**src/rtl/bus_ctl_params.svh**
```systemverilog
// Purpose: constants for the external bus fault, halt and arbitration block
// Assumes: one clock, synchronous active-high reset
// Notes:   definitions only
`ifndef BUS_CTL_PARAMS_SVH
`define BUS_CTL_PARAMS_SVH
`define SHOW_FIELD_RESET      2'h0
`define SHOW_OFF              2'h0
`define SHOW_ON_RUN           2'h1
`define SHOW_ON_SUSPEND       2'h2
`define PRECHARGE_WORD        16'hFFFF
`define GRANT_NEGATE_CYCLES   3'h2
`define GRANT_REASSERT_CYCLES 3'h2
`define RESET_SYNC_STAGES     2
`endif

```
**src/rtl/bus_ctl_pkg.sv**
```systemverilog
// Purpose: types for the external bus fault, halt and arbitration block
// Assumes: constants live in bus_ctl_params.svh
// Notes:   one-hot state codes
package bus_ctl_pkg;
  typedef enum logic [4:0] {
    ARB_IDLE    = 5'h01,
    ARB_WAIT    = 5'h02,
    ARB_GRANT   = 5'h04,
    ARB_OWNED   = 5'h08,
    ARB_RELEASE = 5'h10
  } arb_state_type;
  typedef enum logic [3:0] {
    RUN_NORMAL   = 4'h1,
    RUN_EXCEPT   = 4'h2,
    RUN_POSTRST  = 4'h4,
    RUN_DBLFAULT = 4'h8
  } run_state_type;
endpackage : bus_ctl_pkg

```
**src/rtl/bus_sync2.sv**
```systemverilog
// Purpose: two flip-flop synchroniser for pin inputs
// Assumes: input is asynchronous to CLK
// Notes:   first stage read only by the second
`timescale 1ns/100ps
module bus_sync2 #(
  parameter int      WIDTH = 1,
  parameter logic [WIDTH-1:0] INIT = '0
) (
  input  wire logic             CLK,
  input  wire logic             RST,
  input  wire logic [WIDTH-1:0] d,
  output logic      [WIDTH-1:0] q
);
  logic [WIDTH-1:0] meta_r;
  logic [WIDTH-1:0] meta_nxt;
  logic [WIDTH-1:0] q_nxt;

  always_comb begin
    meta_nxt = d;
    q_nxt    = meta_r;
  end

  always_ff @(posedge CLK) begin
    if (RST) begin
      meta_r <= INIT;
      q      <= INIT;
    end else begin
      meta_r <= meta_nxt;
      q      <= q_nxt;
    end
  end
endmodule : bus_sync2

```
**src/rtl/ext_bus_fault_halt_arbitration.sv**
```systemverilog
// Purpose: bus error capture, double fault halt, external halt, arbitration, show cycles
// Assumes: CPU and bus sequencer supply cycle and instruction events on CLK
// Notes:   pins active low are named _N; all outputs registered
//
// Functional notes
// - Bus error captured only at cycle end
// - Errored prefetch returns precharge ones, other errored reads keep old data, no capture
// - Error flag held until handler's first instruction
// - Second error during exception entry: double fault
// - Error before first post-reset instruction: double fault
// - Many errors in one instruction, one exception
// - Double fault halts, drives halt low, reset only
// - Arbitration works running, halted, double faulted
// - Errors after exception entry are ordinary
// - Halt stops external bus after acknowledge negates
// - Halt gates external cycles only; single stepping
// - Halted: data floats, strobes off, address held
// - Granted while halted floats; regained restores values
// - Request, grant, acknowledge order; device yields
// - Grant drops after acknowledge change, reasserts if pending
// - Show field resets zero; off hides strobes, data
// - Show on: data strobe and internal data driven
// - One show encoding suspends internal cycles when granted
// - Size shows valid lanes; external byte replicated
// - Reset synchronised, delayed until write completes
`timescale 1ns/100ps
`include "bus_ctl_params.svh"
module ext_bus_fault_halt_arbitration (
  input  wire logic        CLK,
  input  wire logic        RST,
  input  wire logic        RESET_PIN_N,
  input  wire logic        BUS_REQUEST_N,
  input  wire logic        GRANT_ACKNOWLEDGE_N,
  input  wire logic        BUS_ERROR_IN_N,
  input  wire logic        HALT_IN_N,
  input  wire logic        TRANSFER_ACK_N,
  input  wire logic        CYCLE_ACTIVE,
  input  wire logic        CYCLE_END,
  input  wire logic        CYCLE_INTERNAL,
  input  wire logic        CYCLE_WRITE,
  input  wire logic        CYCLE_PREFETCH,
  input  wire logic        OPERAND_DONE,
  input  wire logic        WRITE_PENDING,
  input  wire logic        INSTR_DONE,
  input  wire logic        HANDLER_FIRST,
  input  wire logic        FIRST_AFTER_RESET,
  input  wire logic [23:0] CYCLE_ADDR,
  input  wire logic [2:0]  CYCLE_FC,
  input  wire logic [1:0]  CYCLE_SIZE,
  input  wire logic [15:0] CYCLE_WDATA,
  input  wire logic [15:0] DATA_PIN_IN,
  input  wire logic [1:0]  SHOW_FIELD_WDATA,
  input  wire logic        SHOW_FIELD_WE,
  output logic             BUS_GRANT_N,
  output logic             HALT_OUT_N,
  output logic             HALT_OUT_OE,
  output logic [23:0]      ADDR_OUT,
  output logic [2:0]       FC_OUT,
  output logic [1:0]       TRANSFER_SIZE_OUT,
  output logic             RW_OUT,
  output logic             CTRL_OE,
  output logic             ADDRESS_STROBE_N,
  output logic             DATA_STROBE_N,
  output logic [15:0]      DATA_OUT,
  output logic             DATA_OE,
  output logic [15:0]      READ_DATA,
  output logic             READ_VALID,
  output logic             BUS_ERROR_IN_EXCEPTION,
  output logic             DOUBLE_FAULT,
  output logic             EXT_STALL,
  output logic             INT_STALL,
  output logic             IRQ_BLOCK,
  output logic             CORE_RESET
);
  import bus_ctl_pkg::*;

  logic [4:0] pins_sync;
  logic       req_s, gack_s, bus_error_in_s, halt_s, tack_s;
  logic       rst_pin_s;

  bus_sync2 #(.WIDTH(5), .INIT(5'h1F)) u_pin_sync (
    .CLK (CLK),
    .RST (RST),
    .d   ({BUS_REQUEST_N, GRANT_ACKNOWLEDGE_N, BUS_ERROR_IN_N, HALT_IN_N, TRANSFER_ACK_N}),
    .q   (pins_sync)
  );
  bus_sync2 #(.WIDTH(1), .INIT(1'h0)) u_rst_sync (
    .CLK (CLK),
    .RST (RST),
    .d   (RESET_PIN_N),
    .q   (rst_pin_s)
  );
  assign req_s  = ~pins_sync[4];
  assign gack_s = ~pins_sync[3];
  assign bus_error_in_s = ~pins_sync[2];
  assign halt_s = ~pins_sync[1];
  assign tack_s = ~pins_sync[0];

  // Byte lanes: external byte writes repeat the byte on both lanes
  function automatic logic [15:0] lane_data(input logic [1:0] sz, input logic [15:0] d,
                                            input logic internal);
    lane_data = (sz == 2'h1 && !internal) ? {d[7:0], d[7:0]} : d;
  endfunction : lane_data

  // Core reset: asserted only with pin low and no write pending, released when pin goes high
  logic core_rst_r, core_rst_nxt;
  always_comb begin
    core_rst_nxt = core_rst_r;
    if (!rst_pin_s && !WRITE_PENDING)
      core_rst_nxt = 1'b1;
    else if (rst_pin_s)
      core_rst_nxt = 1'b0;
  end

  // Fault tracking
  run_state_type run_r, run_nxt;
  logic bus_error_in_latch_r, bus_error_in_latch_nxt;
  logic bus_error_in_exc_r, bus_error_in_exc_nxt;
  logic cyc_err_r, cyc_err_nxt;
  logic [15:0] rdata_r, rdata_nxt;
  logic rvalid_r, rvalid_nxt;
  logic end_err;

  always_comb begin
    run_nxt        = run_r;
    bus_error_in_latch_nxt = bus_error_in_latch_r;
    bus_error_in_exc_nxt   = 1'b0;
    cyc_err_nxt    = cyc_err_r;
    rdata_nxt      = rdata_r;
    rvalid_nxt     = 1'b0;
    end_err        = 1'b0;
    // Error remembered within the cycle, acted on only at its end
    if (CYCLE_ACTIVE && bus_error_in_s)
      cyc_err_nxt = 1'b1;
    if (CYCLE_END) begin
      end_err     = cyc_err_r | bus_error_in_s;
      cyc_err_nxt = 1'b0;
      if (!CYCLE_WRITE) begin
        rvalid_nxt = 1'b1;
        if (end_err)
          rdata_nxt = CYCLE_PREFETCH ? `PRECHARGE_WORD : rdata_r;
        else
          rdata_nxt = DATA_PIN_IN;
      end
    end
    unique case (run_r)
      RUN_NORMAL: begin
        if (end_err)
          bus_error_in_latch_nxt = 1'b1;
        if (INSTR_DONE && (bus_error_in_latch_r || end_err)) begin
          run_nxt      = RUN_EXCEPT;
          bus_error_in_exc_nxt = 1'b1;
        end
      end
      RUN_EXCEPT: begin
        if (end_err)
          run_nxt = RUN_DBLFAULT;
        else if (HANDLER_FIRST) begin
          bus_error_in_latch_nxt = 1'b0;
          run_nxt        = RUN_NORMAL;
        end
      end
      RUN_POSTRST: begin
        if (end_err)
          run_nxt = RUN_DBLFAULT;
        else if (FIRST_AFTER_RESET)
          run_nxt = RUN_NORMAL;
      end
      RUN_DBLFAULT: begin
        run_nxt = RUN_DBLFAULT;
      end
    endcase
  end

  // Arbitration
  arb_state_type arb_r, arb_nxt;
  logic [2:0] arb_cnt_r, arb_cnt_nxt;
  logic grant_r, grant_nxt;
  logic granted_r, granted_nxt;

  always_comb begin
    arb_nxt     = arb_r;
    arb_cnt_nxt = (arb_cnt_r != 3'h0) ? arb_cnt_r - 3'h1 : 3'h0;
    grant_nxt   = grant_r;
    granted_nxt = gack_s;
    // Runs in every run state, double fault included
    unique case (arb_r)
      ARB_IDLE: begin
        if (req_s)
          arb_nxt = ARB_WAIT;
      end
      ARB_WAIT: begin
        if (!req_s)
          arb_nxt = ARB_IDLE;
        else if (!CYCLE_ACTIVE || OPERAND_DONE) begin
          arb_nxt   = ARB_GRANT;
          grant_nxt = 1'b1;
        end
      end
      ARB_GRANT: begin
        if (gack_s) begin
          arb_nxt     = ARB_OWNED;
          arb_cnt_nxt = `GRANT_NEGATE_CYCLES;
        end else if (!req_s) begin
          arb_nxt   = ARB_IDLE;
          grant_nxt = 1'b0;
        end
      end
      ARB_OWNED: begin
        if (arb_cnt_r == 3'h0 && grant_r) begin
          grant_nxt   = 1'b0;
          arb_cnt_nxt = `GRANT_REASSERT_CYCLES;
        end else if (!grant_r && req_s && arb_cnt_r == 3'h0)
          grant_nxt = 1'b1;
        if (!gack_s) begin
          arb_nxt     = ARB_RELEASE;
          arb_cnt_nxt = `GRANT_NEGATE_CYCLES;
        end
      end
      ARB_RELEASE: begin
        if (arb_cnt_r == 3'h0) begin
          if (grant_r && gack_s)
            arb_nxt = ARB_OWNED;
          else if (grant_r)
            arb_nxt = ARB_GRANT;
          else
            arb_nxt = req_s ? ARB_WAIT : ARB_IDLE;
        end
      end
    endcase
  end

  // Show field and pin drive
  logic [1:0]  show_r, show_nxt;
  logic        halted_r, halted_nxt;
  logic [23:0] addr_r, addr_nxt;
  logic [2:0]  fc_r, fc_nxt;
  logic [1:0]  siz_r, siz_nxt;
  logic        rw_r, rw_nxt;
  logic        as_r, as_nxt, ds_r, ds_nxt;
  logic [15:0] dout_r, dout_nxt;
  logic        doe_r, doe_nxt, coe_r, coe_nxt;
  logic        ext_stall_r, ext_stall_nxt, int_stall_r, int_stall_nxt;
  logic        bus_away;

  always_comb begin
    show_nxt      = SHOW_FIELD_WE ? SHOW_FIELD_WDATA : show_r;
    bus_away      = granted_r;
    halted_nxt    = halted_r;
    addr_nxt      = addr_r;
    fc_nxt        = fc_r;
    siz_nxt       = siz_r;
    rw_nxt        = rw_r;
    as_nxt        = 1'b0;
    ds_nxt        = 1'b0;
    dout_nxt      = dout_r;
    doe_nxt       = 1'b0;
    // Halt stops only after the current acknowledge has gone away
    if (halt_s && !bus_error_in_s && !tack_s && !CYCLE_ACTIVE)
      halted_nxt = 1'b1;
    else if (!halt_s)
      halted_nxt = 1'b0;
    // Halt never stalls internal cycles; program keeps running inside
    ext_stall_nxt = halted_nxt | bus_away | (run_r == RUN_DBLFAULT);
    int_stall_nxt = (show_r == `SHOW_ON_SUSPEND) && bus_away;
    // Held values return when bus regained with halt still asserted
    coe_nxt = !bus_away;
    if (CYCLE_ACTIVE && !halted_r && !bus_away) begin
      addr_nxt = CYCLE_ADDR;
      fc_nxt   = CYCLE_FC;
      siz_nxt  = CYCLE_SIZE;
      rw_nxt   = !CYCLE_WRITE;
      if (CYCLE_INTERNAL) begin
        if (show_r != `SHOW_OFF) begin
          ds_nxt   = 1'b1;
          dout_nxt = lane_data(CYCLE_SIZE, CYCLE_WDATA, 1'b1);
          doe_nxt  = 1'b1;
        end
      end else begin
        as_nxt = 1'b1;
        ds_nxt = 1'b1;
        if (CYCLE_WRITE) begin
          dout_nxt = lane_data(CYCLE_SIZE, CYCLE_WDATA, 1'b0);
          doe_nxt  = 1'b1;
        end
      end
    end
    if (halted_r) begin
      as_nxt  = 1'b0;
      ds_nxt  = 1'b0;
      doe_nxt = 1'b0;
    end
  end

  always_ff @(posedge CLK) begin
    if (RST) begin
      core_rst_r   <= 1'b1;
      run_r        <= RUN_POSTRST;
      bus_error_in_latch_r <= 1'b0;
      bus_error_in_exc_r   <= 1'b0;
      cyc_err_r    <= 1'b0;
      rdata_r      <= 16'h0000;
      rvalid_r     <= 1'b0;
      arb_r        <= ARB_IDLE;
      arb_cnt_r    <= 3'h0;
      grant_r      <= 1'b0;
      granted_r    <= 1'b0;
      show_r       <= `SHOW_FIELD_RESET;
      halted_r     <= 1'b0;
      addr_r       <= 24'h000000;
      fc_r         <= 3'h0;
      siz_r        <= 2'h0;
      rw_r         <= 1'b1;
      as_r         <= 1'b0;
      ds_r         <= 1'b0;
      dout_r       <= 16'h0000;
      doe_r        <= 1'b0;
      coe_r        <= 1'b1;
      ext_stall_r  <= 1'b0;
      int_stall_r  <= 1'b0;
    end else begin
      core_rst_r   <= core_rst_nxt;
      run_r        <= core_rst_nxt ? RUN_POSTRST : run_nxt;
      bus_error_in_latch_r <= core_rst_nxt ? 1'b0 : bus_error_in_latch_nxt;
      bus_error_in_exc_r   <= bus_error_in_exc_nxt;
      cyc_err_r    <= cyc_err_nxt;
      rdata_r      <= rdata_nxt;
      rvalid_r     <= rvalid_nxt;
      arb_r        <= arb_nxt;
      arb_cnt_r    <= arb_cnt_nxt;
      grant_r      <= grant_nxt;
      granted_r    <= granted_nxt;
      show_r       <= core_rst_nxt ? `SHOW_FIELD_RESET : show_nxt;
      halted_r     <= halted_nxt;
      addr_r       <= addr_nxt;
      fc_r         <= fc_nxt;
      siz_r        <= siz_nxt;
      rw_r         <= rw_nxt;
      as_r         <= as_nxt;
      ds_r         <= ds_nxt;
      dout_r       <= dout_nxt;
      doe_r        <= doe_nxt;
      coe_r        <= coe_nxt;
      ext_stall_r  <= ext_stall_nxt;
      int_stall_r  <= int_stall_nxt;
    end
  end

  // Outputs, all straight from flip-flops
  assign BUS_GRANT_N       = ~grant_r;
  // Bit 3 of the one-hot run state is the double fault flop itself
  assign HALT_OUT_N        = ~run_r[3];
  assign HALT_OUT_OE       = run_r[3];
  assign ADDR_OUT          = addr_r;
  assign FC_OUT            = fc_r;
  assign TRANSFER_SIZE_OUT = siz_r;
  assign RW_OUT            = rw_r;
  assign CTRL_OE           = coe_r;
  assign ADDRESS_STROBE_N  = ~as_r;
  assign DATA_STROBE_N     = ~ds_r;
  assign DATA_OUT          = dout_r;
  assign DATA_OE           = doe_r;
  assign READ_DATA         = rdata_r;
  assign READ_VALID        = rvalid_r;
  assign BUS_ERROR_IN_EXCEPTION    = bus_error_in_exc_r;
  assign DOUBLE_FAULT      = run_r[3];
  assign EXT_STALL         = ext_stall_r;
  assign INT_STALL         = int_stall_r;
  assign IRQ_BLOCK         = halted_r;
  assign CORE_RESET        = core_rst_r;
endmodule : ext_bus_fault_halt_arbitration

```
**config.mk**
```make
export PLATFORM = sky130hd
export DESIGN_NAME = ext_bus_fault_halt_arbitration
export DESIGN_NICKNAME = d
export VERILOG_FILES = /design/src/rtl/bus_ctl_pkg.sv /design/src/rtl/bus_sync2.sv /design/src/rtl/ext_bus_fault_halt_arbitration.sv
export VERILOG_INCLUDE_DIRS = /design/src /design/src/rtl
export SDC_FILE = /design/constraint.sdc
export NUM_CORES = 1
export LEC_CHECK = 0
export BUFFER_PORTS_ARGS = -buffer_cell sky130_fd_sc_hd__buf_2
export CORE_AREA = 8 8 106 108
export DETAILED_ROUTE_END_ITERATION = 16
export DIE_AREA = 0 0 114 116
export GPL_TIMING_DRIVEN = 0
export PLACE_DENSITY = 0.74
export SYNTH_ARGS = -nofsm -noshare
export SYNTH_HDL_FRONTEND = slang
export SYNTH_HIERARCHICAL = 1
export SYNTH_SLANG_ARGS = --single-unit
```
**constraint.sdc**
```tcl
create_clock -name CLK -period 2.7 [get_ports CLK]
set_input_delay 0.27 -clock CLK [delete_from_list [all_inputs] [get_ports CLK]]
set_output_delay 0.27 -clock CLK [all_outputs]
set_load 0.02 [all_outputs]
```
==> flow_metrics.tcl, run 1 <==
set metrics [dict create \
    timing.critical_path.required_ns 2.94 \
    finalCoreUtilization_pct 53.49 \
    first_iter_violations 258 \
    grt_usage_pct 15.71 \
    fp.dieH_um 116 \
    drt.antenna.violating_nets 0 \
    wirelength_um 11030 \
    ctsHoldBuffers 0 \
    setup_slack_ns 0.7997 \
    detail_route.drc_violations 0 \
    netlist_instances 444 \
    preCtsSetupSlack_ns 0.5286 \
    post-cts-setup-buffer-count 0 \
    ctsResizeCount 0 \
    setup_repair_after_global_routing_missed_its_margin "false" \
    vdd_ir_drop_max_mv 0.3079 \
    final.min_clock_period_ns 1.900 \
    clkLatencyLatePin_ns 0.36 \
    cts-buffers-inserted 9 \
    placeableCoreArea_um2 9549 \
    n_antenna_cell 0 \
    crit_fanout 10 \
    timing.critical_path.cells "or3b_1 -> buf_2 -> nor3_4 -> buf_6 -> mux2i_1 -> nor2_1" \
    syn_avg_cell_area_um2 8.896 \
    die_w_um 114 \
    timing.setup.tns_ns 0 \
    worstSetupPathType "reg2reg" \
    syn_area_um2 3950 \
    critPathMaxStageDelay_ns 0.40 \
    clock_tree.buffer_depth 2 \
    worst_slew_pin_slew_ns 0.6531 \
    clock_skew_ns 0.01153 \
    drive_gt1_share_pct 32.90 \
    route.detailed.vias_per_inst 4.833 \
    io_buffer_count 157 \
    cts_root_buffer "clkbuf_8" \
    report.final.hold_viol_count 0 \
    max_cap_viol_count 0 \
    clkTransAtPathRegs_ns 0.10 \
    timing.final.crit_share_pct 70.38 \
    topRoutingLayerUsed "met4" \
    crit_buf_inv 2 \
    clock_tree_from_tritoncts "done" \
    drv_slew 0 \
    cts_num_sinks 102 \
    grt_pass1_vias 3530 \
    design.final.nets 694 \
    num_io_pins 158 \
    synthTopCellsByArea "dfxtp_1 (52%), nand2_1 (6.2%), nor2_1 (5.6%), a21oi_1 (5.2%), mux2i_1 (5.1%)" \
    synth_area_leader_cell "dfxtp_1" \
    power_density_nw_per_um2 610.8 \
    final_hold_slack_ns 0.08835 \
    post_drt_wl_per_cell_um 14.70 \
    core.rowCount 36 \
    critical_path_arrival_ns 2.14 \
    layout_common_cells "buf_2 (164), dfxtp_1 (102), nand2_1 (65), nor2_1 (59), a21oi_1 (41)" \
    max-slew-margin-rel_pct 56.46 \
    yosys_warnings 6 \
    route.met3.wl_um 845 \
    leakagePower_nw 2.310 \
    dpl.hpwl_um 8742 \
    sequential_share_of_the_synthesized_area_pct 51.69 \
    drt-pass1-iter-count 4 \
    cell_area_after_placement_um2 4902 \
    syn_to_final_growth_pct 29.30 \
    crit_path_end_kind "register" \
    hold_path_class "in2reg" \
    synth_edf_count 0 \
    maximum_clock_frequency_mhz 526.2 \
    postSynthNetCount 526 \
    met2RoutedLength_um 5463 \
    timing.critical_path.from_type "register" \
    layout.cells.most_common "buf_2" \
    fp.dieArea_um2 13220 \
    cts_max_level 3 \
    synth_unique_cells 48 \
    pin_count_of_the_biggest_net_entering_global_routing 19 \
    report.final.setup_viol 0 \
    vias 3625 \
    gp_routability_congestion 0.8854 \
    synthFlopType "dfxtp_1" \
    antenna_found_initial 0 \
    starting_density_of_the_core_pct 41.37 \
    final_cell_area_um2 5107 \
    grt_remaining_overflow 0 \
    timing.critical_path.max_delay_family "simple AND/OR/NAND/NOR gates" \
    status "complete, no violations" \
    synth_top_area_share_pct 51.69 \
    grt_first_pass_wirelength_um 16760 \
    wl_met1_um 4551 \
    ys_async_rst_share_pct 0 \
    critical-path-slowest-cell "nor3_4" \
    synth-seq-cells 102 \
]
==> synth_stat cells (all sizes together), types with 3 or more instances <==
master,number
inv,8
nor2b,6
and3b,3
a211oi,9
o21ai,7
a21oi,41
nor2,67
nor3b,7
clkbuf,15
dfxtp,102
nor4,5
nand2,65
or2,10
nand4b,3
buf,15
mux2i,20
nor3,26
o21bai,3
nand2b,6
==> sequential cells by signal (all words and copies together), names as in the netlist, 2 cells and up <==
signal,cells
arb_r,5
FC_OUT,3
TRANSFER_SIZE_OUT,2
u_pin_sync/meta_r,5
READ_DATA,16
DATA_OUT,16
ADDR_OUT,24
arb_cnt_r,3
run_r,4
show_r,2
u_pin_sync/q,5
==> power by group <==
part | switching, mW | internal [mW] | leakage (nW)
Combinational | 0.313 | 0.196 | 1.37
Sequential | 0.0374 | 1.59 | 0.838
Clock | 0.545 | 0.444 | 0.0997
Total | 0.895 | 2.23 | 2.31
==> cell families after synthesis <==
group                     Yosys count  share of synthesized area [%]
buffers and inverters              38                          4.308
and+or+nand+nor                   210                          26.39
DFF                               102                          51.69
AOI/OAI and AO/OA                  72                          12.10
xor gates and xnor gates            2                         0.4435
muxes                              20                          5.068
==> final cells by class <==
class,count,area [um2]
well taps,133,166.4
clock buffers,9,123.9
plain buffers,30,140.1
multi-input cells,304,1738
flip-flops and latches,102,2042
clock inverters,7,81.33
inverters,8,30.03
fillers,913,4442
repair buffers,157,785.8
==> metal layers <==
layer,track usage (%),vias up
met1,17.34,1647
met2,28.19,135
met4,5.945,0
li1,-,1829
met5,0,-
met3,4.325,14
==> metrics by stage <==
step	cells	power [mW]
2_1_floorplan	444	1.970
3_3_place_gp	734	2.151
3_5_place_dp	734	2.167
4_1_cts	750	3.147
5_1_grt	750	3.262
6_report	750	3.120
==> worst register-to-register path: stages (launching register included) <==
cell and delay (ns):
dfxtp_1 0.35, or3b_1 0.37, buf_2 0.19, nor3_4 0.40, buf_6 0.24, mux2i_1 0.19
nor2_1 0.05
==> worst paths after layout <==
kind                   startpoint              endpoint  slack, ns  cells past startpoint
max                     IRQ_BLOCK           DATA_OUT[7]       0.80                      6
min reg2reg  u_pin_sync/meta_r[2]       u_pin_sync/q[2]       0.41                      1
min                 BUS_REQUEST_N  u_pin_sync/meta_r[4]       0.09                      2
max reg2reg             IRQ_BLOCK           DATA_OUT[7]       0.80                      6
Note: power is estimated with default switching activity, not from simulation.
==> run 2: changes to the inputs <==
--- a/config.mk
+++ b/config.mk
@@ -6,12 +6,13 @@
 export SDC_FILE = /design/constraint.sdc
 export NUM_CORES = 1
 export LEC_CHECK = 0
+export ABC_AREA = 1
 export BUFFER_PORTS_ARGS = -buffer_cell sky130_fd_sc_hd__buf_2
-export CORE_AREA = 8 8 106 108
+export CORE_AREA = 8 8 108 110
 export DETAILED_ROUTE_END_ITERATION = 16
-export DIE_AREA = 0 0 114 116
+export DIE_AREA = 0 0 116 118
 export GPL_TIMING_DRIVEN = 0
-export PLACE_DENSITY = 0.74
+export PLACE_DENSITY = 0.73
 export SYNTH_ARGS = -nofsm -noshare
 export SYNTH_HDL_FRONTEND = slang
 export SYNTH_HIERARCHICAL = 1
==> constraint.sdc (replaced) <==
create_clock -name CLK -period 2 [get_ports CLK]
set_input_delay 0.2 -clock CLK [delete_from_list [all_inputs] [get_ports CLK]]
set_output_delay 0.2 -clock CLK [all_outputs]
set_load 0.02 [all_outputs]
==> flow_metrics.tcl, run 2 <==
set metrics [dict create \
    grt_remaining_overflow 0 \
    clkTransAtPathRegs_ns 0.11 \
    ys_async_rst_share_pct 0 \
    flip_flop_count_of_the_largest_register_after_layout 24 \
    placeableCoreArea_um2 10000 \
    syn_to_final_growth_pct 29.55 \
    fp.dieH_um 118 \
    gp_routability_congestion 0.9111 \
    synth_unique_cells 33 \
    drt-pass1-iter-count 5 \
    maximum_clock_frequency_mhz 657.4 \
    grt.met1_usage_pct 20.16 \
    clock_tree_from_tritoncts "done" \
    report.final.setup_viol 0 \
    synthTopCellsByArea "dfxtp_1 (50%), nand2_1 (11%), inv_1 (6.5%), a21oi_1 (5.8%), nor2_1 (5.3%)" \
    starting_density_of_the_core_pct 40.74 \
    leakagePower_nw 2.643 \
    power_density_nw_per_um2 909.4 \
    reg2reg_slack_ns 0.58 \
    post_drt_wl_per_cell_um 13.84 \
    timing.critical_path.from_type "input pin" \
    critical_path.reg2reg.endpoint "arb_r[2]" \
    synth.most_common_cell "nand2_1" \
    worstReg2RegStart "arb_r[0]" \
    cts-buffers-inserted 9 \
    grt_first_pass_wirelength_um 19600 \
    reg2regPathDepth 8 \
    netlist_instances 544 \
    antenna_found_initial 0 \
    design.final.nets 800 \
    die_w_um 116 \
    crit_start "CYCLE_INTERNAL" \
    n_antenna_cell 0 \
    clock_tree.buffer_depth 2 \
    clock_skew_ns 0.01369 \
    final.min_clock_period_ns 1.521 \
    cp_capture_point "DATA_OUT[8]" \
    cts_root_buffer "clkbuf_8" \
    layout_common_cells "buf_2 (161), nand2_1 (123), dfxtp_1 (102), inv_1 (71), nor2_1 (58)" \
    report.final.hold_viol_count 0 \
    io_buffer_count 157 \
    synthFlopType "dfxtp_1" \
    grt_usage_pct 17.59 \
    clkLatencyLatePin_ns 0.38 \
    drt.antenna.violating_nets 0 \
    worstSetupPathType "in2reg" \
    drive_gt1_share_pct 29.18 \
    pin_count_of_the_biggest_net_entering_global_routing 20 \
    vias 4064 \
    final_hold_slack_ns 0.02848 \
    use_met2_pct 30.40 \
    max_cap_viol_count 0 \
    dpl.hpwl_um 9441 \
    yosys_warnings 6 \
    post-cts-setup-buffer-count 0 \
    grt_busiest_layer "met2" \
    first_iter_violations 299 \
    grt_util_met3_pct 5.285 \
    num_io_pins 158 \
    cts_max_level 3 \
    timing.setup.tns_ns 0 \
    drv_slew 0 \
    sequential_share_of_the_synthesized_area_pct 50.12 \
    vdd_ir_drop_max_mv 0.3920 \
    setup_repair_after_global_routing_missed_its_margin "false" \
    status "complete, no violations" \
    critical_path_arrival_ns 1.84 \
    synth_area_leader_cell "dfxtp_1" \
    ys_top_cells_by_count "nand2_1 (123), dfxtp_1 (102), inv_1 (71)" \
    wirelength_um 11890 \
    timing.critical_path.required_ns 2.32 \
    timing.final.crit_share_pct 76.06 \
    synth-seq-cells 102 \
    grt_pass1_vias 4158 \
    synth_edf_count 0 \
    crit_path_end_kind "register" \
    syn_avg_cell_area_um2 7.489 \
    crit_fanout 10 \
    detail_route.drc_violations 0 \
    syn_area_um2 4074 \
    hold_path_class "in2reg" \
    cts_num_sinks 102 \
    postSynthNetCount 626 \
    synth_top_area_share_pct 50.12 \
    layout.cells.most_common "buf_2" \
    core.rowCount 37 \
    fp.dieArea_um2 13690 \
    route.detailed.vias_per_inst 4.731 \
    max-slew-margin-rel_pct 60.14 \
    worst_slew_pin_slew_ns 0.5980 \
]
[run 2: changes by cell type in the layout (fill, tap and decap cells not counted), sizes merged, moves of 10 or more]
cell   change
or2       -10
o21ai     +20
mux2i     -20
nand2     +64
nand3     +18
inv       +72
[run 2: worst max-delay path: stages]
cell	delay, ns
dlygate4sd3_1	0.55
buf_2	0.14
inv_2	0.06
nand3b_1	0.22
buf_2	0.25
o21ai_0	0.16
o21ai_0	0.13
nor2_1	0.11
[run 2: how the worst min path moves through the flow]
stage	startpoint	endpoint	slack, ns	depth (start not counted)
6_report	FIRST_AFTER_RESET	run_r[2]	0.03	2
3_3_place_gp	BUS_REQUEST_N	u_pin_sync/meta_r[4]	0.38	3
3_5_place_dp	BUS_REQUEST_N	u_pin_sync/meta_r[4]	0.39	3
5_1_grt	FIRST_AFTER_RESET	run_r[2]	0.02	2
2_1_floorplan	RST	u_rst_sync/meta_r	0.27	1
4_1_cts	BUS_ERROR_IN_N	u_pin_sync/meta_r[2]	0.001	3
[run 2: final cells by class]
cell class	instances	area [um2]
Inverter	79	299.0
Tap cell	136	170.2
Sequential cell	102	2042
Timing Repair Buffer	163	845.8
Multi-Input combinational cell	342	1623
Fill cell	997	4722
Clock buffer	10	127.6
Buffer	21	110.1
Clock inverter	6	60.06
[run 2: per-layer routing]
metal / wire, um / vias to the layer above
met3: 1002 / 15
met4: 182 / 0
met2: 5842 / 152
met1: 4865 / 1821
met5: 0 / -
li1: - / 2076
[run 2: repair_timing]
item,4_1_cts,5_1_grt
endpoints found under the hold margin,5,1
hold buffers,5,1
resized for setup,0,0
[run 2: cells by family after synthesis]
kind of cell	share of synthesized area, %
simple gates	26.17
flops	50.12
buf+inv	10.04
compound gates	13.67
[run 2: metrics by stage]
| step | power [mW] | instances | utilization [%] | instance area, um2 | worst slack (ns) |
|---|---|---|---|---|---|
| 2_1_floorplan | 3.173 | 544 | - | 4074 | 0.7700 |
| 3_3_place_gp | 3.525 | 837 | 50.30 | 5030 | 0.4011 |
| 3_5_place_dp | 3.549 | 837 | 50.30 | 5030 | 0.3980 |
| 4_1_cts | 4.817 | 858 | 52.68 | 5268 | 0.5042 |
| 5_1_grt | 5.073 | 859 | 52.78 | 5278 | 0.3814 |
| 6_report | 4.799 | 859 | 52.78 | 5278 | 0.4789 |
[run 2: where the power goes]
| group | leakage (nW) | internal [mW] | total, mW | switching, mW |
|---|---|---|---|---|
| combinational | 1.71 | 0.417 | 1.19 | 0.775 |
| sequential | 0.838 | 2.19 | 2.33 | 0.134 |
| clock | 0.0968 | 0.489 | 1.28 | 0.791 |
| total | 2.64 | 3.10 | 4.80 | 1.70 |
==> run 3: changes to the inputs <==
--- a/config.mk
+++ b/config.mk
@@ -6,13 +6,13 @@
 export SDC_FILE = /design/constraint.sdc
 export NUM_CORES = 1
 export LEC_CHECK = 0
-export ABC_AREA = 1
+export ABC_AREA = 0
 export BUFFER_PORTS_ARGS = -buffer_cell sky130_fd_sc_hd__buf_2
-export CORE_AREA = 8 8 108 110
+export CORE_AREA = 8 8 106 108
 export DETAILED_ROUTE_END_ITERATION = 16
-export DIE_AREA = 0 0 116 118
+export DIE_AREA = 0 0 114 116
 export GPL_TIMING_DRIVEN = 0
-export PLACE_DENSITY = 0.73
+export PLACE_DENSITY = 0.77
 export SYNTH_ARGS = -nofsm -noshare
 export SYNTH_HDL_FRONTEND = slang
 export SYNTH_HIERARCHICAL = 1
==> constraint.sdc (replaced) <==
create_clock -name CLK -period 1.2 [get_ports CLK]
set_input_delay 0.12 -clock CLK [delete_from_list [all_inputs] [get_ports CLK]]
set_output_delay 0.12 -clock CLK [all_outputs]
set_load 0.02 [all_outputs]
==> flow_metrics.tcl, run 3 (synthesis results as in run 1) <==
set metrics [dict create \
    vias 4036 \
    detail_route.drc_violations 0 \
    cts_root_buffer "clkbuf_8" \
    pin_count_of_the_biggest_net_entering_global_routing 17 \
    drv_slew 0 \
    crit_fanout 2 \
    status "finished with violations" \
    post_drt_wl_per_cell_um 16.76 \
    syn_to_final_growth_pct 59.36 \
    antenna_found_initial 0 \
    p_sw_share_pct 27.73 \
    hold_path_class "in2reg" \
    worstReg2RegStart "arb_cnt_r[0]" \
    power_density_nw_per_um2 1221 \
    timing.critical_path.from_type "register" \
    combinational_share_of_power_pct 21.3 \
    worstSetupPathType "reg2reg" \
    clkLatencyLatePin_ns 0.35 \
    leakagePower_nw 2.771 \
    timing.hold.worst.start "CYCLE_ADDR[5]" \
    timing.final.crit_share_pct 140.4 \
    fp.dieH_um 116 \
    clkTransAtPathRegs_ns 0.09 \
    reg2reg_slack_ns -0.48 \
    critical_path.reg2reg.endpoint "arb_r[1]" \
    dpl.hpwl_um 8985 \
    preCtsSetupSlack_ns -0.7428 \
    topRoutingLayerUsed "met4" \
    wirelength_um 13510 \
    cts_max_level 3 \
    grt_first_pass_wirelength_um 19510 \
    maximum_clock_frequency_mhz 593.6 \
    timing.critical_path.max_delay_family "simple AND/OR/NAND/NOR gates" \
    clock_skew_ns 0.01664 \
    timing.hold.worst_path_depth 3 \
    timing.critical_path.required_ns 1.48 \
    power_report.internal_total_mw 5.556 \
    layout_common_cells "buf_2 (158), dfxtp_1 (86), nand2_1 (54), nor2_1 (51), a21oi_1 (35)" \
    report.final.hold_viol_count 0 \
    max_cap_viol_count 0 \
    final.min_clock_period_ns 1.685 \
    gp_routability_congestion 0.8440 \
    route.detailed.vias_per_inst 5.007 \
    die_w_um 114 \
    cts_num_sinks 102 \
    crit_buf_inv 0 \
    first_iter_violations 233 \
    violations "setup timing" \
    drive_gt1_share_pct 48.14 \
    wl_met1_um 5416 \
    clock_tree_from_tritoncts "done" \
    report.final.setup_viol 59 \
    cell_area_after_placement_um2 5079 \
    layout.cells.most_common "buf_2" \
    io_buffer_count 157 \
    flip_flop_count_of_the_largest_register_after_layout 24 \
    num_io_pins 158 \
    design.final.nets 751 \
    finalCoreUtilization_pct 65.92 \
    drt.antenna.violating_nets 0 \
    route.met3.wl_um 949 \
    critPathMaxStageDelay_ns 0.53 \
    fp.dieArea_um2 13220 \
    total_power_mw 7.688 \
    starting_density_of_the_core_pct 41.37 \
    critical-path-slowest-cell "or4b_1" \
    drt-pass1-iter-count 5 \
    grt_remaining_overflow 0 \
    core.rowCount 36 \
    met2RoutedLength_um 7006 \
    crit_start "arb_cnt_r[0]" \
    crit_path_end_kind "register" \
    grt_pass1_vias 4054 \
    power.net_switching_mw 2.132 \
    placeableCoreArea_um2 9549 \
    setup_repair_after_global_routing_missed_its_margin "true" \
    vdd_ir_drop_max_mv 0.6434 \
    n_antenna_cell 0 \
    cts-buffers-inserted 9 \
    sequential_power_share_pct 47.8 \
    timing.hold.worst_endpoint "ADDR_OUT[5]" \
    timing.critical_path.cells "or3_4 -> nand4b_4 -> o2111ai_4 -> or4b_1 -> a21oi_1" \
    grt_usage_pct 18.26 \
    final_cell_area_um2 6295 \
    clockPowerShare_pct 30.9 \
    critical_path_arrival_ns 1.97 \
    clock_tree.buffer_depth 2 \
    reg2regPathDepth 5 \
    max-slew-margin-rel_pct 60.30 \
    setup_slack_ns -0.4846 \
    worst_slew_pin_slew_ns 0.5955 \
]
## run 3: cell types whose count changed in the layout (fill, tap and decap cells not counted), moves of 19 or more
cell / previous run / this run
nand2_1: 123 / 54
inv_1: 71 / 6
mux2i_1: 0 / 19
o21ai_0: 23 / 3
dlygate4sd3_1: 6 / 28
## run 3: layer usage
| metal | vias to the layer above | GRT usage [%] |
|---|---|---|
| met5 | - | 0 |
| met4 | 0 | 5.945 |
| met3 | 15 | 4.742 |
| met2 | 162 | 33.28 |
| met1 | 1912 | 20.26 |
| li1 | 1947 | - |
## run 3: layout make-up
cell class              instances  area [um2]
well taps                     133       166.4
multi-input cells             304        2133
clock inverters                 5       83.83
fillers                       729        3254
plain buffers                  26       251.5
flip-flops and latches        102        2069
inverters                       8       32.53
repair buffers                218        1420
clock buffers                  10       137.6
## run 3: power groups by stage
stage	combinational (mW)	clock, mW	sequential, mW
finish	1.64	2.38	3.67
detailed placement	1.25	0	3.74
CTS	1.49	2.43	3.67
global placement	1.22	0	3.72
floorplan	0.625	0	3.91
global route	1.75	2.58	3.69
## run 3: how the worst max path moves through the flow
stage,endpoint,depth (start not counted)
global placement,DATA_OUT[5],6
global route,arb_r[1],5
CTS,arb_r[1],5
detailed placement,DATA_OUT[4],6
finish,arb_r[1],5
floorplan,DATA_OUT[4],6
## run 3: worst min-delay path, cell delays in order
cell and delay, ns:
buf_2 0.10, nand2_1 0.05, a21oi_1 0.05
## run 3: through the flow
step / setup TNS (ns) / hold slack [ns] / instances
floorplan: -9.875 / 0.1916 / 444
global placement: -35.16 / 0.2998 / 734
detailed placement: -36.78 / 0.3002 / 734
CTS: -11.22 / 0.002525 / 797
global route: -16.14 / -0.002192 / 806
finish: -13.84 / 0.01457 / 806
## run 3: what timing repair did
item / in CTS / in global routing
endpoints found under the setup margin: 85 / 81
buffers inserted: 20 / 11
gates cloned: 3 / 3
hold endpoints to repair: 28 / 0
resized for setup: 56 / 85
hold buffers: 28 / 0
pin swaps: 18 / 19
